## src/verilog/smh_pkg.sv

```systemverilog
/*
 * Shared constants and types for the serial memory hold and map block.
 * Assumes a 24-bit byte address and a byte-wide serial shift path.
 */
package smh_pkg;
    localparam int ADDR_W = 24;
    localparam int BYTE_W = 8;
    localparam int SECTOR_COUNT = 128;
    localparam logic [23:0] SECTOR_BYTES = 24'h020000;
    localparam int REGION_COUNT = 8;
    localparam int SECTORS_PER_REGION = 16;
    localparam int PAGE_COUNT = 262144;
    localparam int PAGE_BYTES = 64;
    localparam int SECTOR_LSB = 17;
    localparam int REGION_LSB = 21;
    localparam int PAGE_LSB = 6;
    localparam int SECTOR_W = ADDR_W - SECTOR_LSB;
    localparam int REGION_W = ADDR_W - REGION_LSB;
    localparam int PAGE_W = ADDR_W - PAGE_LSB;
    localparam int ADDR_BYTES = 3;
    localparam logic [7:0] ERASED_BYTE = 8'hFF;
    localparam logic [2:0] LAST_BIT = 3'h7;
    localparam logic [1:0] ADDR_DONE = 2'h3;
    localparam int SYNC_STAGES = 2;

    typedef enum logic [1:0] {
        SMH_PROGRAM,
        SMH_WRITE,
        SMH_ERASE_SECTOR,
        SMH_ERASE_ARRAY
    } smh_mode_t;

    typedef enum logic [1:0] {
        SMH_IDLE,
        SMH_ACTIVE,
        SMH_HOLD
    } smh_link_t;
endpackage : smh_pkg
```

## src/verilog/smh_map_if.sv

```systemverilog
/*
 * Carrier between the link front end and the array map.
 * Assumes both ends sit in one clock domain; paths are combinational.
 */
`timescale 1ns/1ps
interface smh_map_if;
    import smh_pkg::*;
    logic [ADDR_W-1:0] addr;
    smh_mode_t mode;
    logic [BYTE_W-1:0] old_byte;
    logic [BYTE_W-1:0] new_byte;
    logic [BYTE_W-1:0] result;
    logic [SECTOR_W-1:0] sector;
    logic [REGION_W-1:0] region;
    logic [PAGE_W-1:0] page;
    logic [PAGE_LSB-1:0] offset;
    logic [ADDR_W-1:0] erase_base;
    logic [ADDR_W-1:0] erase_last;

    modport requester (
        output addr, mode, old_byte, new_byte,
        input result, sector, region, page, offset, erase_base, erase_last
    );
    modport mapper (
        input addr, mode, old_byte, new_byte,
        output result, sector, region, page, offset, erase_base, erase_last
    );
endinterface : smh_map_if

```

## src/verilog/smh_link.sv

```systemverilog
/*
 * Serial link front end with hold handling, byte shifting and address
 * capture, plus the array map. Assumes chip select, serial clock, hold
 * and serial input come from pins; the internal cycle flags come from
 * core logic on core_clk_i.
 */
`timescale 1ns/1ps
// How it works
// - Hold low pauses the transfer, keeping bit and byte position.
// - Hold never stops a running status write, program or erase.
// - Hold is entered only while chip select is low.
// - Hold starts at hold falling with clock low, else next clock low.
// - Hold ends at hold rising with clock low, else next clock low.
// - In hold the output floats; input data and clock are ignored.
// - Chip select high during hold resets the interface logic.
// - 128 sectors of 0x20000 bytes, sector n at n times 0x20000.
// - 262,144 pages of 64 bytes each.
// - 8 super page regions of 16 sectors, region 0 lowest.
// - Program clears bits only; bit-alterable write sets either way.
// - Erase covers a sector or the array and sets bits to one.
// - Opcode, address and data move most significant bit first.
module smh_link (
    input wire logic core_clk_i,
    input wire logic rst_n_i,
    input wire logic ce_i,
    input wire logic cs_n_i,
    input wire logic sclk_i,
    input wire logic hold_n_i,
    input wire logic serial_in_line_i,
    input wire logic tx_en_i,
    input wire logic [smh_pkg::BYTE_W-1:0] tx_byte_i,
    input wire smh_pkg::smh_mode_t mode_i,
    input wire logic [smh_pkg::BYTE_W-1:0] old_byte_i,
    input wire logic cycle_start_i,
    input wire logic cycle_done_i,
    output logic serial_out_line_o,
    output logic serial_out_line_oe_o,
    output logic hold_active_o,
    output logic [smh_pkg::BYTE_W-1:0] rx_byte_o,
    output logic rx_valid_o,
    output logic [smh_pkg::ADDR_W-1:0] addr_o,
    output logic addr_valid_o,
    output logic [smh_pkg::SECTOR_W-1:0] sector_o,
    output logic [smh_pkg::REGION_W-1:0] region_o,
    output logic [smh_pkg::PAGE_W-1:0] page_o,
    output logic [smh_pkg::PAGE_LSB-1:0] offset_o,
    output logic [smh_pkg::BYTE_W-1:0] merged_o,
    output logic [smh_pkg::ADDR_W-1:0] erase_base_o,
    output logic [smh_pkg::ADDR_W-1:0] erase_last_o,
    output logic cycle_busy_o
);
    import smh_pkg::*;

    ////////////////////////////////////////////////////////////////////////
    // Reset release and pin synchronisers

    logic [1:0] rst_pipe;
    logic rst_n;
    logic [3:0] pin_s1;
    logic [3:0] pin_s2;
    logic sclk_d;

    always_ff @(posedge core_clk_i or negedge rst_n_i) begin
        if (!rst_n_i) begin
            rst_pipe <= 2'h0;
        end else begin
            rst_pipe <= {rst_pipe[0], 1'b1};
        end
    end
    assign rst_n = rst_pipe[1];

    // Chip select and hold idle high so the reset value is deselected
    always_ff @(posedge core_clk_i or negedge rst_n) begin
        if (!rst_n) begin
            pin_s1 <= 4'hB;
            pin_s2 <= 4'hB;
            sclk_d <= 1'b0;
        end else if (ce_i) begin
            pin_s1 <= {cs_n_i, sclk_i, hold_n_i, serial_in_line_i};
            pin_s2 <= pin_s1;
            sclk_d <= pin_s2[2];
        end
    end

    wire cs_low = ~pin_s2[3];
    wire sclk_s = pin_s2[2];
    wire hold_low = ~pin_s2[1];
    wire si_s = pin_s2[0];
    wire sclk_rise = sclk_s & ~sclk_d;
    wire sclk_fall = ~sclk_s & sclk_d;

    ////////////////////////////////////////////////////////////////////////
    // Link state: hold changes only while the clock is low

    smh_link_t state;
    smh_link_t next_state;

    always_comb begin
        next_state = state;
        unique case (state)
            SMH_IDLE: begin
                if (cs_low) begin
                    next_state = SMH_ACTIVE;
                end
            end
            SMH_ACTIVE: begin
                if (!cs_low) begin
                    next_state = SMH_IDLE;
                end else if (hold_low && !sclk_s) begin
                    next_state = SMH_HOLD;
                end
            end
            SMH_HOLD: begin
                if (!cs_low) begin
                    next_state = SMH_IDLE;
                end else if (!hold_low && !sclk_s) begin
                    next_state = SMH_ACTIVE;
                end
            end
            default: begin
                next_state = SMH_IDLE;
            end
        endcase
    end

    always_ff @(posedge core_clk_i or negedge rst_n) begin
        if (!rst_n) begin
            state <= SMH_IDLE;
        end else if (ce_i) begin
            state <= next_state;
        end
    end

    ////////////////////////////////////////////////////////////////////////
    // Shift path; edges count only in the active state

    wire live = (state == SMH_ACTIVE);
    wire take_bit = live && sclk_rise;
    wire drive_bit = live && sclk_fall;

    logic [2:0] bit_pos;
    logic [1:0] byte_pos;
    logic [BYTE_W-1:0] rx_shift;
    logic [BYTE_W-1:0] tx_shift;
    logic load_pend;

    wire [BYTE_W-1:0] next_rx = {rx_shift[BYTE_W-2:0], si_s};
    wire byte_done = take_bit && (bit_pos == LAST_BIT);
    // Saturated byte count cannot tell the last address byte from data,
    // so the valid flag closes the address window
    wire addr_byte = byte_done && (byte_pos != 2'h0) && !addr_valid_o;

    // Deselect clears position; hold leaves it alone
    always_ff @(posedge core_clk_i or negedge rst_n) begin
        if (!rst_n) begin
            bit_pos <= 3'h0;
            byte_pos <= 2'h0;
            rx_shift <= 8'h00;
        end else if (ce_i) begin
            if (state == SMH_IDLE) begin
                bit_pos <= 3'h0;
                byte_pos <= 2'h0;
            end else if (take_bit) begin
                bit_pos <= bit_pos + 3'h1;
                rx_shift <= next_rx;
                if (byte_done && byte_pos != ADDR_DONE) begin
                    byte_pos <= byte_pos + 2'h1;
                end
            end
        end
    end

    always_ff @(posedge core_clk_i or negedge rst_n) begin
        if (!rst_n) begin
            tx_shift <= 8'h00;
            load_pend <= 1'b0;
        end else if (ce_i) begin
            if (state == SMH_IDLE) begin
                tx_shift <= tx_byte_i;
                load_pend <= 1'b0;
            end else if (byte_done) begin
                load_pend <= 1'b1;
            end else if (drive_bit) begin
                load_pend <= 1'b0;
                tx_shift <= load_pend ? tx_byte_i
                    : {tx_shift[BYTE_W-2:0], 1'b0};
            end
        end
    end

    ////////////////////////////////////////////////////////////////////////
    // Array map

    smh_map_if map_if ();
    logic [ADDR_W-1:0] addr_acc;

    assign map_if.addr = addr_acc;
    assign map_if.mode = mode_i;
    assign map_if.old_byte = old_byte_i;
    assign map_if.new_byte = rx_byte_o;

    smh_map u_map (
        .m (map_if)
    );

    ////////////////////////////////////////////////////////////////////////
    // Registered outputs

    wire next_oe = live && tx_en_i;

    always_ff @(posedge core_clk_i or negedge rst_n) begin
        if (!rst_n) begin
            serial_out_line_o <= 1'b0;
            serial_out_line_oe_o <= 1'b0;
            hold_active_o <= 1'b0;
            rx_byte_o <= 8'h00;
            rx_valid_o <= 1'b0;
            addr_acc <= '0;
            addr_valid_o <= 1'b0;
        end else if (ce_i) begin
            serial_out_line_o <= tx_shift[BYTE_W-1];
            serial_out_line_oe_o <= next_oe;
            hold_active_o <= (next_state == SMH_HOLD);
            rx_valid_o <= byte_done;
            if (byte_done) begin
                rx_byte_o <= next_rx;
            end
            if (state == SMH_IDLE) begin
                addr_valid_o <= 1'b0;
            end else if (addr_byte) begin
                addr_acc <= {addr_acc[ADDR_W-BYTE_W-1:0], next_rx};
                addr_valid_o <= (byte_pos == ADDR_DONE);
            end
        end
    end
    assign addr_o = addr_acc;

    always_ff @(posedge core_clk_i or negedge rst_n) begin
        if (!rst_n) begin
            sector_o <= '0;
            region_o <= '0;
            page_o <= '0;
            offset_o <= '0;
            merged_o <= 8'h00;
            erase_base_o <= '0;
            erase_last_o <= '0;
        end else if (ce_i) begin
            sector_o <= map_if.sector;
            region_o <= map_if.region;
            page_o <= map_if.page;
            offset_o <= map_if.offset;
            merged_o <= map_if.result;
            erase_base_o <= map_if.erase_base;
            erase_last_o <= map_if.erase_last;
        end
    end

    // Internal cycle runs on its own; link state never touches it
    always_ff @(posedge core_clk_i or negedge rst_n) begin
        if (!rst_n) begin
            cycle_busy_o <= 1'b0;
        end else if (ce_i) begin
            if (cycle_start_i) begin
                cycle_busy_o <= 1'b1;
            end else if (cycle_done_i) begin
                cycle_busy_o <= 1'b0;
            end
        end
    end
endmodule : smh_link

```

## src/verilog/smh_map.sv

```systemverilog
/*
 * Array map: splits a byte address into region, sector, page and offset,
 * and forms the byte that a program, write or erase leaves in a cell.
 * Assumes the requester registers whatever it needs from the results.
 */
`timescale 1ns/1ps
module smh_map (
    smh_map_if.mapper m
);
    import smh_pkg::*;

    wire is_erase = (m.mode == SMH_ERASE_SECTOR)
        || (m.mode == SMH_ERASE_ARRAY);
    wire [BYTE_W-1:0] programmed = m.old_byte & m.new_byte;
    wire [ADDR_W-1:0] sector_base = {m.sector, {SECTOR_LSB{1'b0}}};

    assign m.region = m.addr[ADDR_W-1:REGION_LSB];
    assign m.sector = m.addr[ADDR_W-1:SECTOR_LSB];
    assign m.page = m.addr[ADDR_W-1:PAGE_LSB];
    assign m.offset = m.addr[PAGE_LSB-1:0];

    // Program can only clear bits; write replaces them outright
    assign m.result = is_erase ? ERASED_BYTE
        : (m.mode == SMH_WRITE) ? m.new_byte
        : programmed;

    // Erase always covers a whole sector or the whole array
    assign m.erase_base = (m.mode == SMH_ERASE_ARRAY) ? '0
        : sector_base;
    assign m.erase_last = (m.mode == SMH_ERASE_ARRAY) ? '1
        : sector_base + (SECTOR_BYTES - 24'h000001);
endmodule : smh_map

```

## config.mk

```make
export PLATFORM = sky130hd
export DESIGN_NAME = smh_link
export DESIGN_NICKNAME = d
export VERILOG_FILES = /design/src/verilog/smh_pkg.sv /design/src/verilog/smh_map_if.sv /design/src/verilog/smh_link.sv /design/src/verilog/smh_map.sv
export SDC_FILE = /design/constraint.sdc
export NUM_CORES = 1
export LEC_CHECK = 0
export ABC_AREA = 1
export BUFFER_PORTS_ARGS = -buffer_cell sky130_fd_sc_hd__clkbuf_2
export CORE_UTILIZATION = 55
export CTS_CLUSTER_DIAMETER = 200
export DETAILED_ROUTE_END_ITERATION = 7
export PLACE_DENSITY = 0.84
export SLEW_MARGIN = 15
export SYNTH_ARGS = -nofsm -noshare
export SYNTH_HDL_FRONTEND = slang
export SYNTH_HIERARCHICAL = 1
export SYNTH_SLANG_ARGS = --single-unit
export TNS_END_PERCENT = 30
```

## constraint.sdc

```tcl
create_clock -name core_clk_i -period 13 [get_ports core_clk_i]
set_input_delay 0.65 -clock core_clk_i [delete_from_list [all_inputs] [get_ports core_clk_i]]
set_output_delay 0.65 -clock core_clk_i [all_outputs]
set_load 0.02 [all_outputs]
```

### Yosys cells after proc, flatten, opt, wreduce, memory -nomap -nowiden

Cells that the tools add are included.

| operators by class | value |
|---|---|
| bitwise logic cells | 7 |
| equality and inequality tests | 10 |
| reduce and logical (&&, ||, !) cells | 29 |
| $add $sub $neg | 3 |
| mux-type cells | 26 |

Operator list:

| kind | count |
|---|---|
| 24-bit two-way mux | 2 |
| 8-bit two-way mux | 6 |
| 24-bit by 17-bit adder with 24-bit output (second input constant) | 1 |
| 2-bit two-way mux | 8 |
| 3-bit AND reduction | 4 |
| 2-bit nonzero test | 6 |
| 2-bit == test (second input constant) | 5 |
| 2-bit AND reduction | 5 |
| 1-bit logical AND | 9 |
| 8-bit bitwise AND | 1 |
| 1-bit two-way mux | 7 |
| 3-bit two-way mux | 2 |
| 2-bit case mux with 3 select lines | 1 |
| 2-bit by 1-bit == test with 1-bit output (second input constant) | 2 |
| 1-bit NOT | 4 |
| 3-bit by 1-bit adder with 3-bit output (second input constant) | 1 |
| 3-bit == test (second input constant) | 1 |
| 3-bit nonzero test | 1 |
| 2-bit by 1-bit adder with 2-bit output (second input constant) | 1 |
| 1-bit bitwise AND | 2 |
| 1-bit zero test | 2 |
| 2-bit zero test | 1 |
| 2-bit by 1-bit inequality test with 1-bit output (second input constant) | 1 |
| 2-bit inequality test (second input constant) | 1 |
| 1-bit logical OR | 1 |

| storage, ports and cells | value |
|---|---|
| output and inout bits | 128 |
| logic and storage cells | 100 |
| flip-flop bits (word level) | 162 |

### Depth between registers and ports, before layout

Gate-level depths: netlist (run 1).

| depth | value |
|---|---|
| word-level depth | 8 |
| depth in mapped cells | 9 |
| gate-level depth less buffers | 8 |

### Modules after synthesis

Netlist (run 1), hierarchy kept.

By module, submodules not included:

| module | seq. area each (sq um) | cells each | area each (sq um) | instances |
|---|---|---|---|---|
| smh_link | 4061.4 | 767 | 6532.5 | 1 |
| smh_map | 0.0 | 110 | 685.7 | 1 |

### Worst setup path after synthesis (run 1)

OpenSTA, ideal clock, no wires.

| timing path | value |
|---|---|
| kind | input to register |
| from | input port ce_i |
| to | register page_o[10] (netlist bit) |
| data required time | 12.934 ns |
| slack | 11.369 ns |
| stages | 7 |
| setup time | 0.066 ns |
| data arrival time | 1.566 ns |
| path buffers | 4 |
| cell sequence | buf_2 > inv_1 > buf_2 > buf_2 > buf_2 > nand2_1 > nand2_1 |

RTL lines:

| element | line | RTL |
|---|---|---|
| start: declaration | smh_link.sv:25 | `input wire logic ce_i,` |
| end signal: assignment | smh_link.sv:250 | `page_o <= map_if.page;` |
| end: declaration | smh_link.sv:45 | `output logic [smh_pkg::PAGE_W-1:0] page_o,` |

### Final worst setup path (run 1)

| timing path | value |
|---|---|
| from | register byte_pos[0] |
| to | register addr_acc[8], in the netlist addr_o[8] |

| between the ends | value |
|---|---|
| longest elaborated chain between the ends | 4 |

RTL lines:

| element | line | RTL |
|---|---|---|
| start: declaration | smh_link.sv:142 | `logic [1:0] byte_pos;` |
| start signal: assignment | smh_link.sv:167 | `byte_pos <= byte_pos + 2'h1;` |
| 2-bit nonzero test | smh_link.sv:151 | `wire addr_byte = byte_done && (byte_pos != 2'h0) && !addr_valid_o;` |
| 1-bit logical AND (2 in a row) | smh_link.sv:151 |  |
| 3-bit AND reduction (no source line) | n/a |  |
| end signal: assignment | smh_link.sv:231 | `addr_acc <= {addr_acc[ADDR_W-BYTE_W-1:0], next_rx};` |
| end: declaration | smh_link.sv:195 | `logic [ADDR_W-1:0] addr_acc;` |

No other way between the ends.
A chain may end at the register's enable or synchronous reset.

==> impl_metrics.toml, run 1 <==
[status]
run_status = "complete, no violations"

[placement]
dpl.cell_count = 1141
dpl.hpwl_um = 9920
portBuffers = 155
routabilityCongestion = 0.805

[synth]
synth-seq-cells = 162
ys_warn_count = 6
synth_cells = 877
yosys.area.top_type = "dfrtp_1"
synth-edff-count = 0
seq_area_frac_synth_pct = 56.3
ys_types = 26
synthTopCellsByArea = "dfrtp_1 (54%), nand2_1 (24%), buf_4 (7.3%)"
ys_async_sr_fraction_pct = 100
syn_area_per_cell_um2 = 8.23
yosysTopAreaCellShare_pct = 54.1
syn_area_mm2 = 0.00722
synth_ff_type = "dfrtp_1"

[detailed_routing]
viasPerCell = 4.67
drt-total-wl_um = 14900
routedWlPerCell_um = 12.7
first_iter_violations = 302
via_count = 5481
drt_first_pass_iters = 5
drc = 0
ant_nets = 0

[power]
p_total_uw = 1290
peakVddDrop_v = 0.0000857
combPwrFrac_pct = 12.8
switching_share_pct = 25.6
p_leak_uw = 0.00493
switching_power_uw = 332
p_int_uw = 963
pwr-share-seq_pct = 44.7
power_frac_clock_pct = 42.5
power_density_mw_per_mm2 = 154

[clock_tree]
clk_pin_slew_ns = 0.06
h-tree-depth = 4
cts_buffers = 17
insertion_delay_ns = 0.41
cts_tree = "yes"
cts_buffer_depth = 2
post_cts_buffers = 0
clockRootBuffer = "clkbuf_16"
cts.sinks = 162
holdBufCountCts = 1
cts_resized = 0

[timing]
slew_violations = 0
hold_viol = 0
period_minus_slack_ns = 2.20
skew_ns = 0.00412
rsz0062_at_grt = "no"
setup_viol = 0
max_slew_margin_pct = 27.7
fin_crit_sh_pct = 16.9
worst_pin_slew_ns = 1.09
setup_tns_ns = 0
fmax_mhz = 456

[cells_and_area]
layout-drive-gt1-share_pct = 20.9
nets = 1021
area_delta_synth_final_pct = 16.2
stdcell_count = 1173
diodes = 0

[worst_setup_path]
crit_type = "flip-flop to flip-flop"
critPathArrivalTime_ns = 2.50
cp.required_ns = 13.31
worst-path-max-fanout = 25
cp-end-kind = "flip-flop"
crit_buf_inv = 2
crit_slowest_cell = "nor2_4"
max_stage_delay_ns = 0.62
crit_chain = "inv_1 -> ha_1 -> nor2_1 -> nand3_2 -> nor2_4 -> nand2_1 -> nand2_1 -> inv_1"
critical-path-top-delay-family = "simple AND/OR/NAND/NOR gates"
cp-start-kind = "flip-flop"

[global_route]
grt-ovfl-total = 0
gr-usage-all-layers_pct = 23.3
grt_pass1_vias = 5014
antenna_found_initial = 0
grt_max_degree = 102
grt_pass1_wl_um = 24300

[worst_hold_path]
min_path_type = "flip-flop to asynchronous set/reset pin"

[flow_run]
maxCapViolCount = 0

[floorplan]
io_pins = 156
start_util_pct = 56.7
die_area_mm2 = 0.0136
die_w_um = 117
row_count = 41
coreArea_mm2 = 0.0127
die_h_um = 117
registers in the layout, summed over array words and instances, names as in the netlist, 4 cells and up:
name	cells
addr_o	24
erase_base_o	24
erase_last_o	24
page_o	18
merged_o	8
rx_byte_o	8
tx_shift	8
rx_shift	7
sector_o	7
offset_o	6
pin_s1	4
pin_s2	4
cells by family after synthesis:
| logic type | after synthesis | synth area share [%] |
|---|---|---|
| simple gates | 485 | 26.2 |
| compound gates | 54 | 4.14 |
| fa+ha+maj | 4 | 0.693 |
| buf+inv | 169 | 12.6 |
| flops | 162 | 56.3 |
| other cells | 3 | 0.156 |
cell type report:
class | instances | area [um2]
Tap cell | 172 | 215
Inverter | 70 | 264
Clock buffer | 20 | 447
Timing Repair Buffer | 160 | 818
Sequential cell | 162 | 4070
Multi-Input combinational cell | 578 | 2370
Clock inverter | 11 | 209
Fill cell | 1081 | 4330
path summary, 6_finish.rpt:
| check | to | cells past startpoint | startpoint | slack (ns) |
|---|---|---|---|---|
| worst max-delay path | addr_o[8] | 8 | byte_pos[0] | 10.80 |
| worst min-delay path | erase_last_o[2] | 0 | rst_pipe[1] | 0.17 |
| worst max register to register | addr_o[8] | 8 | byte_pos[0] | 10.80 |
| worst min register to register | erase_last_o[2] | 0 | rst_pipe[1] | 0.17 |
| max in group asynchronous | erase_last_o[22] | 2 | rst_pipe[1] | 10.81 |
| min in group core_clk_i | rst_pipe[1] | 0 | rst_pipe[0] | 0.35 |
Yosys cell counts, types with 2 or more instances:
library cell    n
a21oi_1         2
buf_1           6
buf_2           8
buf_4          70
clkbuf_1       15
conb_1          3
dfrtp_1       156
dfstp_2         6
ha_1            4
inv_1          66
inv_2           4
nand2_1       456
nand2_4         2
nand3_1         8
nand4_1         3
nor2_1          9
nor2_2          2
nor2_4          3
o21ai_0        28
o21ai_1        12
o21bai_1        8
o22ai_1         2
stage by stage:
stage / setup slack [ns] / hold slack [ns] / area, um2 / util, %
final: 10.80 / 0.168 / 8390 / 65.9
after global routing: 10.40 / 0.187 / 8390 / 65.9
after CTS: 10.66 / 0.182 / 8390 / 65.9
after detailed placement: 10.51 / 0.170 / 7720 / 60.7
after global placement: 10.53 / 0.168 / 7720 / 60.7
after floorplan: 8.16 / 0.331 / 7340 / -
power groups by stage:
stage,sequential (uW),combinational (uW),clock (uW)
final,579,166,550
after global routing,584,191,582
after CTS,579,168,558
after detailed placement,586,166,0
after global placement,586,162,0
after floorplan,613,93.9,0
metal layers:
layer / up-vias / wire length, um / GRT usage (%)
li1: 2757 / - / -
met5: - / 0 / 0
met2: 155 / 6990 / 37.5
met4: 0 / 204 / 7.51
met1: 2549 / 6940 / 30.9
met3: 20 / 770 / 5.97
layout by cell type (no fill, tap or decap), types with 2 or more instances in the layout:
cell type,synthesis,routed
conb_1,3,35
nand2_4,2,2
nor2_4,3,3
clkbuf_2,0,154
o21bai_1,8,8
nor2_1,9,9
inv_2,4,4
inv_1,66,65
clkinv_2,0,5
nand3_1,8,8
clkbuf_1,15,2
dfrtp_1,156,155
o21ai_1,12,12
nor2_2,2,2
buf_4,70,5
a21oi_1,2,2
ha_1,4,4
clkbuf_16,0,17
o21ai_0,28,28
o22ai_1,2,2
bufinv_16,0,6
nand4_1,3,3
nand2_1,456,456
dfstp_2,6,6
Power figures use the tool's default switching activity.
==> run 2: changes to the inputs <==
Clock period 13 ns to 2.1 ns, I/O delays scaled along.
==> run 2 against run 1 <==
Effect of this change:
- count of clock-buffer cells in the layout rose by 1
- worst setup slack got worse by 11 ns
- cell count grew 1.6%
- power grew to 5.9 times the previous value
- clock skew increased by 0.00076 ns
- non-clock buffer count is 19 higher
- worst hold slack worse by 0.14 ns
- design area increased by 1.7%
- via count up 2.4%
- routed wire length rose by 5.1%
- maximum frequency increased by 17%
- sequential cell count stayed put
==> impl_metrics.toml, run 2 (synthesis results as in run 1) <==
[cells_and_area]
area_delta_synth_final_pct = 18.2
layout_common_cells = "nand2_1 (456), dfrtp_1 (155), clkbuf_2 (154), inv_1 (65), conb_1 (35)"
diodes = 0
nets = 1040
fill_cells = 1084
layout-drive-gt1-share_pct = 20.6
layout_commonest_cell = "nand2_1"

[worst_setup_path]
crit_chain = "inv_2 -> nand2_1 -> nor2_4 -> nand2_4 -> nor2_4 -> nand2_1 -> nand2_1 -> inv_1"
critPathArrivalTime_ns = 2.19
rr_worst_depth = 8
cp-end-kind = "flip-flop"
cp.required_ns = 2.42
reg2reg_to = "addr_o[12]"
worst-path-max-fanout = 26
crit_slowest_cell = "nor2_4"
crit_type = "flip-flop to flip-flop"
reg2reg_slack_ns = 0.22
max_stage_delay_ns = 0.48
r2r_start = "state[1]"
cp-start-kind = "flip-flop"
crit_top_cell = "nand2_1"

[timing]
fmax_mhz = 533
worst_pin_slew_ns = 0.581
hold_viol = 0
slew_violations = 0
max_slew_margin_pct = 61.3
rsz0062_at_grt = "no"
whs_ns = 0.0256
period_minus_slack_ns = 1.88
skew_ns = 0.00487
setup_tns_ns = 0
setup_viol = 0
fin_crit_sh_pct = 89.4

[worst_hold_path]
min_to = "merged_o[7]"
min_from = "old_byte_i[7]"
min_path_type = "input pin to flip-flop"
holdPathStages = 5

[floorplan]
die_h_um = 117
die_area_mm2 = 0.0136
row_count = 41
die_w_um = 117
io_pins = 156
coreArea_mm2 = 0.0127
start_util_pct = 56.7

[clock_tree]
clk_pin_slew_ns = 0.06
cts_tree = "yes"
cts.sinks = 162
clockRootBuffer = "clkbuf_16"
cts_buffer_depth = 2
h-tree-depth = 4
cts_buffers = 17
insertion_delay_ns = 0.42
cts_resized = 0
post_cts_buffers = 0

[detailed_routing]
ant_nets = 0
drt_first_pass_iters = 5
first_iter_violations = 421
viasPerCell = 4.71
drc = 0
drt-total-wl_um = 15700
via_count = 5615
routedWlPerCell_um = 13.1

[flow_run]
maxCapViolCount = 0

[global_route]
grt_pass1_wl_um = 25100
grt_pass1_vias = 5098
grt_max_degree = 117
grt-ovfl-total = 0
gr-usage-all-layers_pct = 24.5
antenna_found_initial = 0

[power]
power_density_mw_per_mm2 = 893
peakVddDrop_v = 0.000480
p_leak_uw = 0.00497

[status]
run_status = "complete, no violations"

[placement]
routabilityCongestion = 0.831
dpl.hpwl_um = 10300
portBuffers = 155
[run 2: critical path: cells and delay by family, from the launching register on]
kind	cells	cell delay [ns]
and+or+nand+nor	6	1.20
DFF	1	0.42
buffers and inverters	2	0.14
[run 2: stage by stage]
stage	cell area [um2]	cells	setup slack (ns)	total power, uW	util [%]
2_1_floorplan	7340	909	0.421	4370	-
3_3_place_gp	7790	1143	0.320	4640	61.2
3_5_place_dp	7790	1143	0.247	4680	61.2
4_1_cts	8530	1192	0.235	7670	67.0
5_1_grt	8530	1192	0.0385	7980	67.0
6_report	8530	1192	0.224	7620	67.0
[run 2: where the power goes]
| part | internal, uW | switching, uW | total (uW) |
|---|---|---|---|
| Combinational | 346 | 721 | 1070 |
| Sequential | 3400 | 188 | 3590 |
| Clock | 1770 | 1200 | 2960 |
| Total | 5510 | 2110 | 7620 |
[run 2: timing repair]
item                       CTS  global route
hold endpoints to repair    17             0
setup endpoints to repair    0             0
hold buffers                18             0
[run 2: worst max-delay path by stage]
stage,start,depth (start not counted),slack [ns],end
6_report,state[1],8,0.22,addr_o[12]
4_1_cts,state[1],8,0.23,addr_o[12]
3_3_place_gp,state[1],8,0.32,addr_o[15]
5_1_grt,state[1],8,0.04,addr_o[0]
2_1_floorplan,rst_pipe[1],0,0.42,addr_o[0]
3_5_place_dp,state[1],8,0.25,addr_o[12]
[run 2: area by class of cell]
cell class,instances,area (um2),area share [%]
inverters,70,264,3.10
repair buffers,179,1050,12.4
flip-flops and latches,162,4070,47.7
multi-input cells,578,2370,27.8
clock buffers,21,450,5.28
clock inverters,10,111,1.31
well taps,172,215,2.52
[run 2: per-layer routing]
layer  wire (um)  track usage [%]
met4         217             8.35
met3         859             6.23
met2        7740             40.1
met5           0                0
met1        6840             32.0
